--- src/design/dct_timing_regs.vh ---
// timing constants and command codes for the dram core timing controller
`ifndef DCT_TIMING_REGS_VH
`define DCT_TIMING_REGS_VH

// command codes on the request and device command ports
`define DCT_CMD_NOP       4'h0
`define DCT_CMD_ACT       4'h1
`define DCT_CMD_PRE       4'h2
`define DCT_CMD_REFA      4'h3
`define DCT_CMD_REFI      4'h4
`define DCT_CMD_REFP      4'h5
`define DCT_CMD_REF1      4'h6
`define DCT_CMD_LRR       4'h7
`define DCT_CMD_RD        4'h8
`define DCT_CMD_WR        4'h9
`define DCT_CMD_WRM       4'hA

// speed bin codes
`define DCT_BIN_A         2'h0
`define DCT_BIN_B         2'h1
`define DCT_BIN_C         2'h2

// per-bin minimums packed as {C, B, A}, 6 bits each, in cycles
`define DCT_T_RC          {6'h18, 6'h14, 6'h10}
`define DCT_T_RC_ERAW     {6'h1C, 6'h1C, 6'h17}
`define DCT_T_RAS         {6'h11, 6'h0D, 6'h0A}
`define DCT_T_RCDR        {6'h07, 6'h07, 6'h05}
`define DCT_T_RCDW        {6'h03, 6'h03, 6'h01}
`define DCT_T_CAC         {6'h07, 6'h07, 6'h06}
`define DCT_T_WR          {6'h0A, 6'h0A, 6'h09}
`define DCT_T_RW          {6'h09, 6'h09, 6'h00}
`define DCT_T_RDP         {6'h04, 6'h04, 6'h03}
`define DCT_T_WRP         {6'h0C, 6'h0C, 6'h0A}
`define DCT_T_DR          {6'h07, 6'h07, 6'h06}
`define DCT_T_DP          {6'h09, 6'h09, 6'h07}
`define DCT_T_LRR         {6'h18, 6'h14, 6'h10}

// bin-independent minimums
`define DCT_T_PP          6'h04
`define DCT_T_PP_D        6'h01
`define DCT_T_RR          6'h04
`define DCT_T_CWD         6'h03
`define DCT_T_CC          6'h02
`define DCT_T_BUB         6'h03
`define DCT_T_WRD_MIN     6'h02
`define DCT_T_PDN_ENTRY   6'h10

// history counter saturation
`define DCT_CNT_MAX       6'h3F
// read-return capture pipeline depth
`define DCT_PIPE_W        16

`endif

--- src/design/dct_host_ctrl.v ---
// host-side command scheduler enforcing dram core timing and data placement
`timescale 1ns/1ps
`default_nettype none
`include "dct_timing_regs.vh"

module dct_host_ctrl (
  input  wire        core_clk_in,
  input  wire        arst_n_in,
  input  wire [1:0]  bin_sel_in,
  input  wire        eraw_en_in,
  input  wire        req_valid_in,
  input  wire [3:0]  req_cmd_in,
  input  wire [2:0]  req_bank_in,
  input  wire [31:0] req_wdata_in,
  output wire        req_ready_out,
  output reg  [31:0] rd_data_out,
  output reg         rd_valid_out,
  input  wire        pdn_req_in,
  output reg         pdn_state_out,
  output reg         dev_pdn_out,
  output reg         dev_cmd_valid_out,
  output reg  [3:0]  dev_cmd_out,
  output reg  [2:0]  dev_bank_out,
  input  wire [15:0] dq_in,
  output reg  [15:0] dq_out,
  output reg         dq_oe_out
);

  // minimum for the selected bin from a {C, B, A} table
  function [5:0] pick;
    input [1:0]  bin;
    input [17:0] vals;
    begin
      case (bin)
        `DCT_BIN_B: pick = vals[11:6];
        `DCT_BIN_C: pick = vals[17:12];
        default:    pick = vals[5:0];
      endcase
    end
  endfunction

  // saturating history counter step
  function [5:0] step;
    input [5:0] c;
    begin
      step = (c == `DCT_CNT_MAX) ? c : c + 6'h01;
    end
  endfunction

  // bank set of a bank
  function bset;
    input [2:0] b;
    begin
      bset = b[0];
    end
  endfunction

  function [5:0] max6;
    input [5:0] a;
    input [5:0] b;
    begin
      max6 = (a > b) ? a : b;
    end
  endfunction

  // per-bin tables, {C, B, A}
  localparam [17:0] T_RC      = `DCT_T_RC;
  localparam [17:0] T_RC_ERAW = `DCT_T_RC_ERAW;
  localparam [17:0] T_RAS     = `DCT_T_RAS;
  localparam [17:0] T_RCDR    = `DCT_T_RCDR;
  localparam [17:0] T_RCDW    = `DCT_T_RCDW;
  localparam [17:0] T_CAC     = `DCT_T_CAC;
  localparam [17:0] T_WR      = `DCT_T_WR;
  localparam [17:0] T_RW      = `DCT_T_RW;
  localparam [17:0] T_RDP     = `DCT_T_RDP;
  localparam [17:0] T_WRP     = `DCT_T_WRP;
  localparam [17:0] T_DR      = `DCT_T_DR;
  localparam [17:0] T_DP      = `DCT_T_DP;
  localparam [17:0] T_LRR     = `DCT_T_LRR;

  // power-down sequencing states
  localparam [2:0] PS_RUN   = 3'b001;
  localparam [2:0] PS_ENTRY = 3'b010;
  localparam [2:0] PS_DOWN  = 3'b100;

  integer i;
  integer j;

  // per-bank history: cycles since last event, open flag and writes since activate
  reg [5:0] act_cnt_r [0:7];
  reg [5:0] rd_cnt_r  [0:7];
  reg [5:0] wr_cnt_r  [0:7];
  reg [7:0] open_r;
  reg [7:0] wr1_r;
  reg [7:0] wr2_r;

  // global and per-set history
  reg [5:0] act_any_r;
  reg [5:0] pre_any_r;
  reg       pre_set_r;
  reg [5:0] rd_any_r;
  reg [5:0] wr_any_r;
  reg       wr_set_r;
  reg [5:0] lrr_any_r;
  reg [5:0] refx_any_r;

  // data placement pipelines
  reg [`DCT_PIPE_W-1:0] rd_pipe_r;
  reg [3:0]             wr_pipe_r;
  reg [31:0]            wd_pipe_r [0:3];
  reg [15:0]            dq_meta_r;
  reg [15:0]            dq_sync_r;
  reg [15:0]            rd_lo_r;

  reg [2:0] ps_r;
  reg [5:0] pdn_cnt_r;

  reg        legal;
  reg [5:0]  rc_min;
  reg [5:0]  rw_min;
  reg [5:0]  cac;
  wire [2:0] bk    = req_bank_in;
  wire       set_q = bset(req_bank_in);

  wire is_act = (req_cmd_in == `DCT_CMD_ACT) | (req_cmd_in == `DCT_CMD_REFA) |
                (req_cmd_in == `DCT_CMD_REFI);
  wire is_pre = (req_cmd_in == `DCT_CMD_PRE) | (req_cmd_in == `DCT_CMD_REFP);
  wire is_rd  = (req_cmd_in == `DCT_CMD_RD);
  wire is_wr  = (req_cmd_in == `DCT_CMD_WR) | (req_cmd_in == `DCT_CMD_WRM);
  wire is_rfx = (req_cmd_in == `DCT_CMD_REFA) | (req_cmd_in == `DCT_CMD_REF1) |
                (req_cmd_in == `DCT_CMD_REFP);
  wire is_lrr = (req_cmd_in == `DCT_CMD_LRR);

  // legality check against all history before issue
  always @* begin
    legal  = 1'b1;
    cac    = pick(bin_sel_in, T_CAC);
    rc_min = pick(bin_sel_in, T_RC);
    if (eraw_en_in && wr2_r[bk])
      rc_min = max6(rc_min, pick(bin_sel_in, T_RC_ERAW));
    rw_min = max6(pick(bin_sel_in, T_RW), cac + `DCT_T_CC + `DCT_T_BUB - `DCT_T_CWD);
    if (is_act) begin
      if (open_r[bk])
        legal = 1'b0;
      if (act_cnt_r[bk] < rc_min)
        legal = 1'b0;
      if (act_any_r < `DCT_T_RR)
        legal = 1'b0;
    end
    if (is_pre) begin
      if (!open_r[bk])
        legal = 1'b0;
      if (act_cnt_r[bk] < pick(bin_sel_in, T_RAS))
        legal = 1'b0;
      if (pre_any_r < ((set_q == pre_set_r) ? `DCT_T_PP : `DCT_T_PP_D))
        legal = 1'b0;
      if (rd_cnt_r[bk] < pick(bin_sel_in, T_RDP))
        legal = 1'b0;
      if (wr_cnt_r[bk] < pick(bin_sel_in, T_WRP))
        legal = 1'b0;
      if (wr_cnt_r[bk] < `DCT_T_CWD + pick(bin_sel_in, T_DP))
        legal = 1'b0;
    end
    if (is_rd) begin
      if (!open_r[bk])
        legal = 1'b0;
      if (act_cnt_r[bk] < pick(bin_sel_in, T_RCDR))
        legal = 1'b0;
      if (rd_any_r < `DCT_T_CC)
        legal = 1'b0;
      if (set_q == wr_set_r) begin
        if (wr_any_r < pick(bin_sel_in, T_WR))
          legal = 1'b0;
      end else if (wr_any_r < pick(bin_sel_in, T_WR)) begin
        if (wr_any_r < `DCT_T_WRD_MIN)
          legal = 1'b0;
        if (wr_any_r == 6'h03 || wr_any_r == 6'h05 || wr_any_r == 6'h07)
          legal = 1'b0;
      end
      if (wr_cnt_r[bk] < `DCT_T_CWD + pick(bin_sel_in, T_DR))
        legal = 1'b0;
    end
    if (is_wr) begin
      if (!open_r[bk])
        legal = 1'b0;
      if (act_cnt_r[bk] < pick(bin_sel_in, T_RCDW))
        legal = 1'b0;
      if (wr_any_r < `DCT_T_CC)
        legal = 1'b0;
      if (rd_any_r < rw_min)
        legal = 1'b0;
    end
    if (is_lrr) begin
      if (lrr_any_r < pick(bin_sel_in, T_LRR))
        legal = 1'b0;
      if (refx_any_r < pick(bin_sel_in, T_LRR))
        legal = 1'b0;
    end
    if (ps_r != PS_RUN || pdn_req_in)
      legal = 1'b0;
  end

  assign req_ready_out = legal;
  wire issue = req_valid_in & legal & (req_cmd_in != `DCT_CMD_NOP);

  // command history update
  always @(posedge core_clk_in or negedge arst_n_in) begin
    if (!arst_n_in) begin
      for (i = 0; i < 8; i = i + 1) begin
        act_cnt_r[i] <= `DCT_CNT_MAX;
        rd_cnt_r[i]  <= `DCT_CNT_MAX;
        wr_cnt_r[i]  <= `DCT_CNT_MAX;
      end
      open_r     <= 8'h00;
      wr1_r      <= 8'h00;
      wr2_r      <= 8'h00;
      act_any_r  <= `DCT_CNT_MAX;
      pre_any_r  <= `DCT_CNT_MAX;
      pre_set_r  <= 1'b0;
      rd_any_r   <= `DCT_CNT_MAX;
      wr_any_r   <= `DCT_CNT_MAX;
      wr_set_r   <= 1'b0;
      lrr_any_r  <= `DCT_CNT_MAX;
      refx_any_r <= `DCT_CNT_MAX;
    end else begin
      for (i = 0; i < 8; i = i + 1) begin
        act_cnt_r[i] <= step(act_cnt_r[i]);
        rd_cnt_r[i]  <= step(rd_cnt_r[i]);
        wr_cnt_r[i]  <= step(wr_cnt_r[i]);
      end
      act_any_r  <= step(act_any_r);
      pre_any_r  <= step(pre_any_r);
      rd_any_r   <= step(rd_any_r);
      wr_any_r   <= step(wr_any_r);
      lrr_any_r  <= step(lrr_any_r);
      refx_any_r <= step(refx_any_r);
      if (issue) begin
        if (is_act) begin
          act_cnt_r[bk] <= 6'h01;
          act_any_r     <= 6'h01;
          open_r[bk]    <= 1'b1;
          wr1_r[bk]     <= 1'b0;
          wr2_r[bk]     <= 1'b0;
        end
        if (is_pre) begin
          pre_any_r  <= 6'h01;
          pre_set_r  <= set_q;
          open_r[bk] <= 1'b0;
        end
        if (is_rd) begin
          rd_cnt_r[bk] <= 6'h01;
          rd_any_r     <= 6'h01;
        end
        if (is_wr) begin
          wr_cnt_r[bk] <= 6'h01;
          wr_any_r     <= 6'h01;
          wr_set_r     <= set_q;
          wr1_r[bk]    <= 1'b1;
          if (wr1_r[bk])
            wr2_r[bk] <= 1'b1;
        end
        if (is_rfx)
          refx_any_r <= 6'h01;
        if (is_lrr)
          lrr_any_r <= 6'h01;
      end
    end
  end

  // device command pins, registered
  always @(posedge core_clk_in or negedge arst_n_in) begin
    if (!arst_n_in) begin
      dev_cmd_valid_out <= 1'b0;
      dev_cmd_out       <= `DCT_CMD_NOP;
      dev_bank_out      <= 3'h0;
    end else begin
      dev_cmd_valid_out <= issue;
      dev_cmd_out       <= issue ? req_cmd_in : `DCT_CMD_NOP;
      dev_bank_out      <= issue ? req_bank_in : 3'h0;
    end
  end

  // write data placement, 3 cycles after the write on the pins
  always @(posedge core_clk_in or negedge arst_n_in) begin
    if (!arst_n_in) begin
      wr_pipe_r <= 4'h0;
      for (j = 0; j < 4; j = j + 1)
        wd_pipe_r[j] <= 32'h0000_0000;
      dq_out    <= 16'h0000;
      dq_oe_out <= 1'b0;
    end else begin
      wr_pipe_r    <= {wr_pipe_r[2:0], issue & is_wr};
      wd_pipe_r[0] <= req_wdata_in;
      for (j = 1; j < 4; j = j + 1)
        wd_pipe_r[j] <= wd_pipe_r[j-1];
      if (wr_pipe_r[2]) begin
        dq_out    <= wd_pipe_r[2][15:0];
        dq_oe_out <= 1'b1;
      end else if (wr_pipe_r[3]) begin
        dq_out    <= wd_pipe_r[3][31:16];
        dq_oe_out <= 1'b1;
      end else begin
        dq_out    <= 16'h0000;
        dq_oe_out <= 1'b0;
      end
    end
  end

  // read data capture, device latency plus two sync stages
  always @(posedge core_clk_in or negedge arst_n_in) begin
    if (!arst_n_in) begin
      dq_meta_r    <= 16'h0000;
      dq_sync_r    <= 16'h0000;
      rd_pipe_r    <= {`DCT_PIPE_W{1'b0}};
      rd_lo_r      <= 16'h0000;
      rd_data_out  <= 32'h0000_0000;
      rd_valid_out <= 1'b0;
    end else begin
      dq_meta_r    <= dq_in;
      dq_sync_r    <= dq_meta_r;
      rd_pipe_r    <= {rd_pipe_r[`DCT_PIPE_W-2:0], issue & is_rd};
      rd_valid_out <= 1'b0;
      if (rd_pipe_r[cac[3:0] + 4'h2])
        rd_lo_r <= dq_sync_r;
      if (rd_pipe_r[cac[3:0] + 4'h3]) begin
        rd_data_out  <= {dq_sync_r, rd_lo_r};
        rd_valid_out <= 1'b1;
      end
    end
  end

  // power-down entry and exit
  always @(posedge core_clk_in or negedge arst_n_in) begin
    if (!arst_n_in) begin
      ps_r          <= PS_RUN;
      pdn_cnt_r     <= 6'h00;
      dev_pdn_out   <= 1'b0;
      pdn_state_out <= 1'b0;
    end else begin
      case (ps_r)
        PS_RUN: begin
          if (pdn_req_in) begin
            ps_r        <= PS_ENTRY;
            pdn_cnt_r   <= 6'h01;
            dev_pdn_out <= 1'b1;
          end
        end
        PS_ENTRY: begin
          if (!pdn_req_in) begin
            ps_r          <= PS_RUN;
            dev_pdn_out   <= 1'b0;
          end else if (pdn_cnt_r == `DCT_T_PDN_ENTRY) begin
            ps_r          <= PS_DOWN;
            pdn_state_out <= 1'b1;
          end else begin
            pdn_cnt_r <= pdn_cnt_r + 6'h01;
          end
        end
        PS_DOWN: begin
          if (!pdn_req_in) begin
            ps_r          <= PS_RUN;
            dev_pdn_out   <= 1'b0;
            pdn_state_out <= 1'b0;
          end
        end
        default: begin
          ps_r <= PS_RUN;
        end
      endcase
    end
  end

endmodule // dct_host_ctrl

`default_nettype wire

--- config.mk ---
export PLATFORM = sky130hd
export DESIGN_NAME = dct_host_ctrl
export DESIGN_NICKNAME = d
export VERILOG_FILES = /design/src/design/dct_host_ctrl.v
export VERILOG_INCLUDE_DIRS = /design/src /design/src/design
export SDC_FILE = /design/constraint.sdc
export NUM_CORES = 1
export LEC_CHECK = 0
export BUFFER_PORTS_ARGS = -buffer_cell sky130_fd_sc_hd__buf_2
export CORE_UTILIZATION = 40
export CTS_CLUSTER_DIAMETER = 50
export DETAILED_ROUTE_END_ITERATION = 8
export GPL_TIMING_DRIVEN = 1
export HOLD_SLACK_MARGIN = 0.12
export PLACE_DENSITY = 0.58
export SYNTH_ARGS = -nofsm -noshare
export SYNTH_HDL_FRONTEND = slang
export SYNTH_SLANG_ARGS = --single-unit
--- constraint.sdc ---
create_clock -name core_clk_in -period 5.2 [get_ports core_clk_in]
set_input_delay 0.52 -clock core_clk_in [delete_from_list [all_inputs] [get_ports core_clk_in]]
set_output_delay 0.52 -clock core_clk_in [all_outputs]
set_load 0.005 [all_outputs]
==> out/qor.txt <==
Yosys top cell by area = dfrtp_1
clk root buf = clkbuf_16
critical path type = input pin to primary output
count leader, synth = dfrtp_1
Port Buf Inserts = 122
Worst Path Required = 4.68 ns
htree depth = 2
top cell type's share of synthesized area = 34.74%
clk_skew = 0.02581 ns
layout cell share with drive strength beyond 1 = 28.77%
antenna violations before repair = 0
Rows = 80
final hold vios = 0
Vias/cell = 5.410
# Post-CTS Setup Buffers = 0
Pleak = 0.01052 uW
CP Launch Type = input pin
Tmin final = 4.679 ns
DRT iter0 DRCs = 922
routed length per instance = 18.11 um
Pwr Density = 559.4 nW/um2
Bufs on Longest Clock Path = 3
# setup viols final = 0
outcome = finished, final reports clean
Hold Path Class = input pin to register
RR Endpoint = rd_cnt_r[21]
post-synthesis sequential area ratio = 59.29%
crit path DAT = 4.16 ns
critical-path maximum fanout = 15
synthesized net count = 1694
Ant. Diodes = 0
Reg2Reg Depth = 10
core area = 47750 um2
Post-Syn Instances = 1579
global-route usage over all layers = 18.20%
ys flop type = dfrtp_1
die area = 49320 um2
clk_lat worst skew = 0.60 ns
final WL = 44.07 mm
hold_ws = 0.1880 ns
GRT Max-Usage Layer = met2
die extent in x = 222.1 um
io pins = 123
Post-Layout Inst Area = 23040 um2
Avg Inst Size Synth = 12.27 um2
Non-Filler Instances = 2433
setup TNS = 0 ns
asr flop ratio synth = 100.0%
Register Area = 11490 um2
M3 GR Usage = 3.088%
largest net degree at the start of global routing = 142
peak supply drop = 0.2682 mV
post-layout util = 48.25%
HPWL Detailed = 30.25 mm
DRT antenna net count = 0
R2R setup slack = 1.53 ns
Fmax = 0.2137 GHz
Final Cycle Share = 89.98%
number of max-cap violations = 0
Clock Sinks = 450
end of the critical path = req_ready_out
endpoint class of the critical path = primary output
Final nets = 1889
footprint of the multi-input gates = 7456 um2
Slew headroom = 30.95%
CTS buffer count = 52
drt first pass iters = 5
Reg clk slew, reported paths = 0.06 ns
DRC = 0
RSZ-0062 raised after global routing = no
die height = 222.1 um
reg2reg start = act_cnt_r[31]
GRT met1 Usage = 24.71%
Slew Viols, Final = 0
slew at the pin with the worst max-slew slack = 1.021 ns
total gr overflow = 0
vias in the first global route = 13079
via count = 13163
top post-synthesis cells by count = dfrtp_1, dfstp_2, nand3_1
CTS tree = yes
synth-to-layout area growth = 18.90%
placed cell area = 20780 um2
gpl congestion = 0.8752
Synth cell types = 76
initial core utilization = 40.58%
Worst Setup SP = req_bank_in[0]
first-pass GRT wire length = 71.30 mm
main area contributors after synthesis = dfrtp_1, dfstp_2, mux2_2, ha_1, mux2i_1
Post-synth EDFFs = 0
yosys warns = 0
Synth Register Bits = 450
Fillers = 4270
hold wc startpoint = pdn_req_in
Global Route met2 Usage = 29.25%
dpl cells = 2286
Mapped Area = 19380 um2
[what timing repair did]
item | 4_1_cts | 5_1_grt
hold buffers | 49 | 0
hold endpoints to repair | 127 | 0
gates resized for setup | 0 | 0
[through the flow]
stage          setup slack (ns)  power [uW]
2_1_floorplan            0.9550        8142
3_3_place_gp             0.6706        9087
3_5_place_dp             0.5762        9227
4_1_cts                  0.5580       13020
5_1_grt                  0.3778       13720
6_report                 0.5212       12890
[worst min-delay path by stage]
| stage | end | slack, ns | cells after the start |
|---|---|---|---|
| after floorplan | dev_bank_out[0] | 0.22 | 0 |
| after global placement | wd_pipe_r[54] | 0.33 | 0 |
| after detailed placement | dq_sync_r[12] | 0.33 | 0 |
| after CTS | ps_r[0] | 0.16 | 2 |
| after global routing | ps_r[0] | 0.20 | 2 |
| final | ps_r[0] | 0.19 | 2 |
[logic make-up (layout without fill, tap and decap cells)]
logic type / after synthesis / count (layout) / share of synthesized area (%)
simple gates: 430 / 430 / 12.19
fa+ha+maj: 53 / 53 / 3.422
buf+inv: 104 / 343 / 2.402
mux: 140 / 140 / 8.266
flops: 450 / 450 / 59.29
xor+xnor: 69 / 69 / 3.119
compound gates: 333 / 333 / 11.31
[per-layer routing]
metal / part of all wire, % / wire length, um / vias to the layer above
met3: 4.8 / 2095 / 81
met2: 47 / 20690 / 317
met5: 0 / 0 / -
met1: 45 / 20000 / 6621
li1: - / - / 6144
met4: 2.9 / 1285 / 0
[where the power goes]
| group | switching, uW | leakage, uW | internal [uW] |
|---|---|---|---|
| registers | 1070 | 0.00523 | 4970 |
| clock network | 1470 | 0.000879 | 2210 |
| logic | 1550 | 0.00441 | 1620 |
[critical path, cell delays in order]
cell	delay (ns)
buf_2	0.18
buf_4	0.28
buf_4	0.25
mux4_2	0.51
mux2_2	0.31
ha_1	0.31
o2111ai_1	0.11
o211ai_1	0.20
nand3_1	0.19
a221o_1	0.48
nor4_1	0.56
buf_2	0.23
[cells in the final DEF, fill, tap and decap left out, drive strengths merged, types with 20 or more instances in the layout]
cell,synthesis,final
a21oi,89,89
a22o,23,23
a22oi,40,40
and3,60,60
buf,33,157
clkbuf,32,77
dfrtp,269,269
dfstp,181,181
dlygate4sd3,0,49
ha,53,53
inv,38,45
mux2,70,70
mux2i,61,61
nand2,44,44
nand2b,31,31
nand3,96,96
nand3b,27,27
nor2,81,81
nor3,20,20
o21ai,76,76
xnor2,45,45
xor2,24,24
[sequential cells by signal, summed over array words and instances, names as in the netlist, 3 cells and up]
register / flops
wd_pipe_r: 112
act_cnt_r: 48
rd_cnt_r: 48
wr_cnt_r: 48
rd_data_out: 32
dq_meta_r: 16
dq_out: 16
dq_sync_r: 16
rd_lo_r: 16
rd_pipe_r: 11
open_r: 8
wr1_r: 8
wr2_r: 8
act_any_r: 6
lrr_any_r: 6
pdn_cnt_r: 6
pre_any_r: 6
rd_any_r: 6
refx_any_r: 6
wr_any_r: 6
dev_cmd_out: 4
wr_pipe_r: 4
dev_bank_out: 3
ps_r: 3
[area by class of cell]
cell class,count,area share (%)
clock buffers,77,6.626
repair buffers,206,6.126
well taps,615,3.340
multi-input cells,1025,32.36
inverters,39,0.6354
clock inverters,21,1.048
flip-flops and latches,450,49.86
Note: power is estimated with default switching activity, not from simulation.
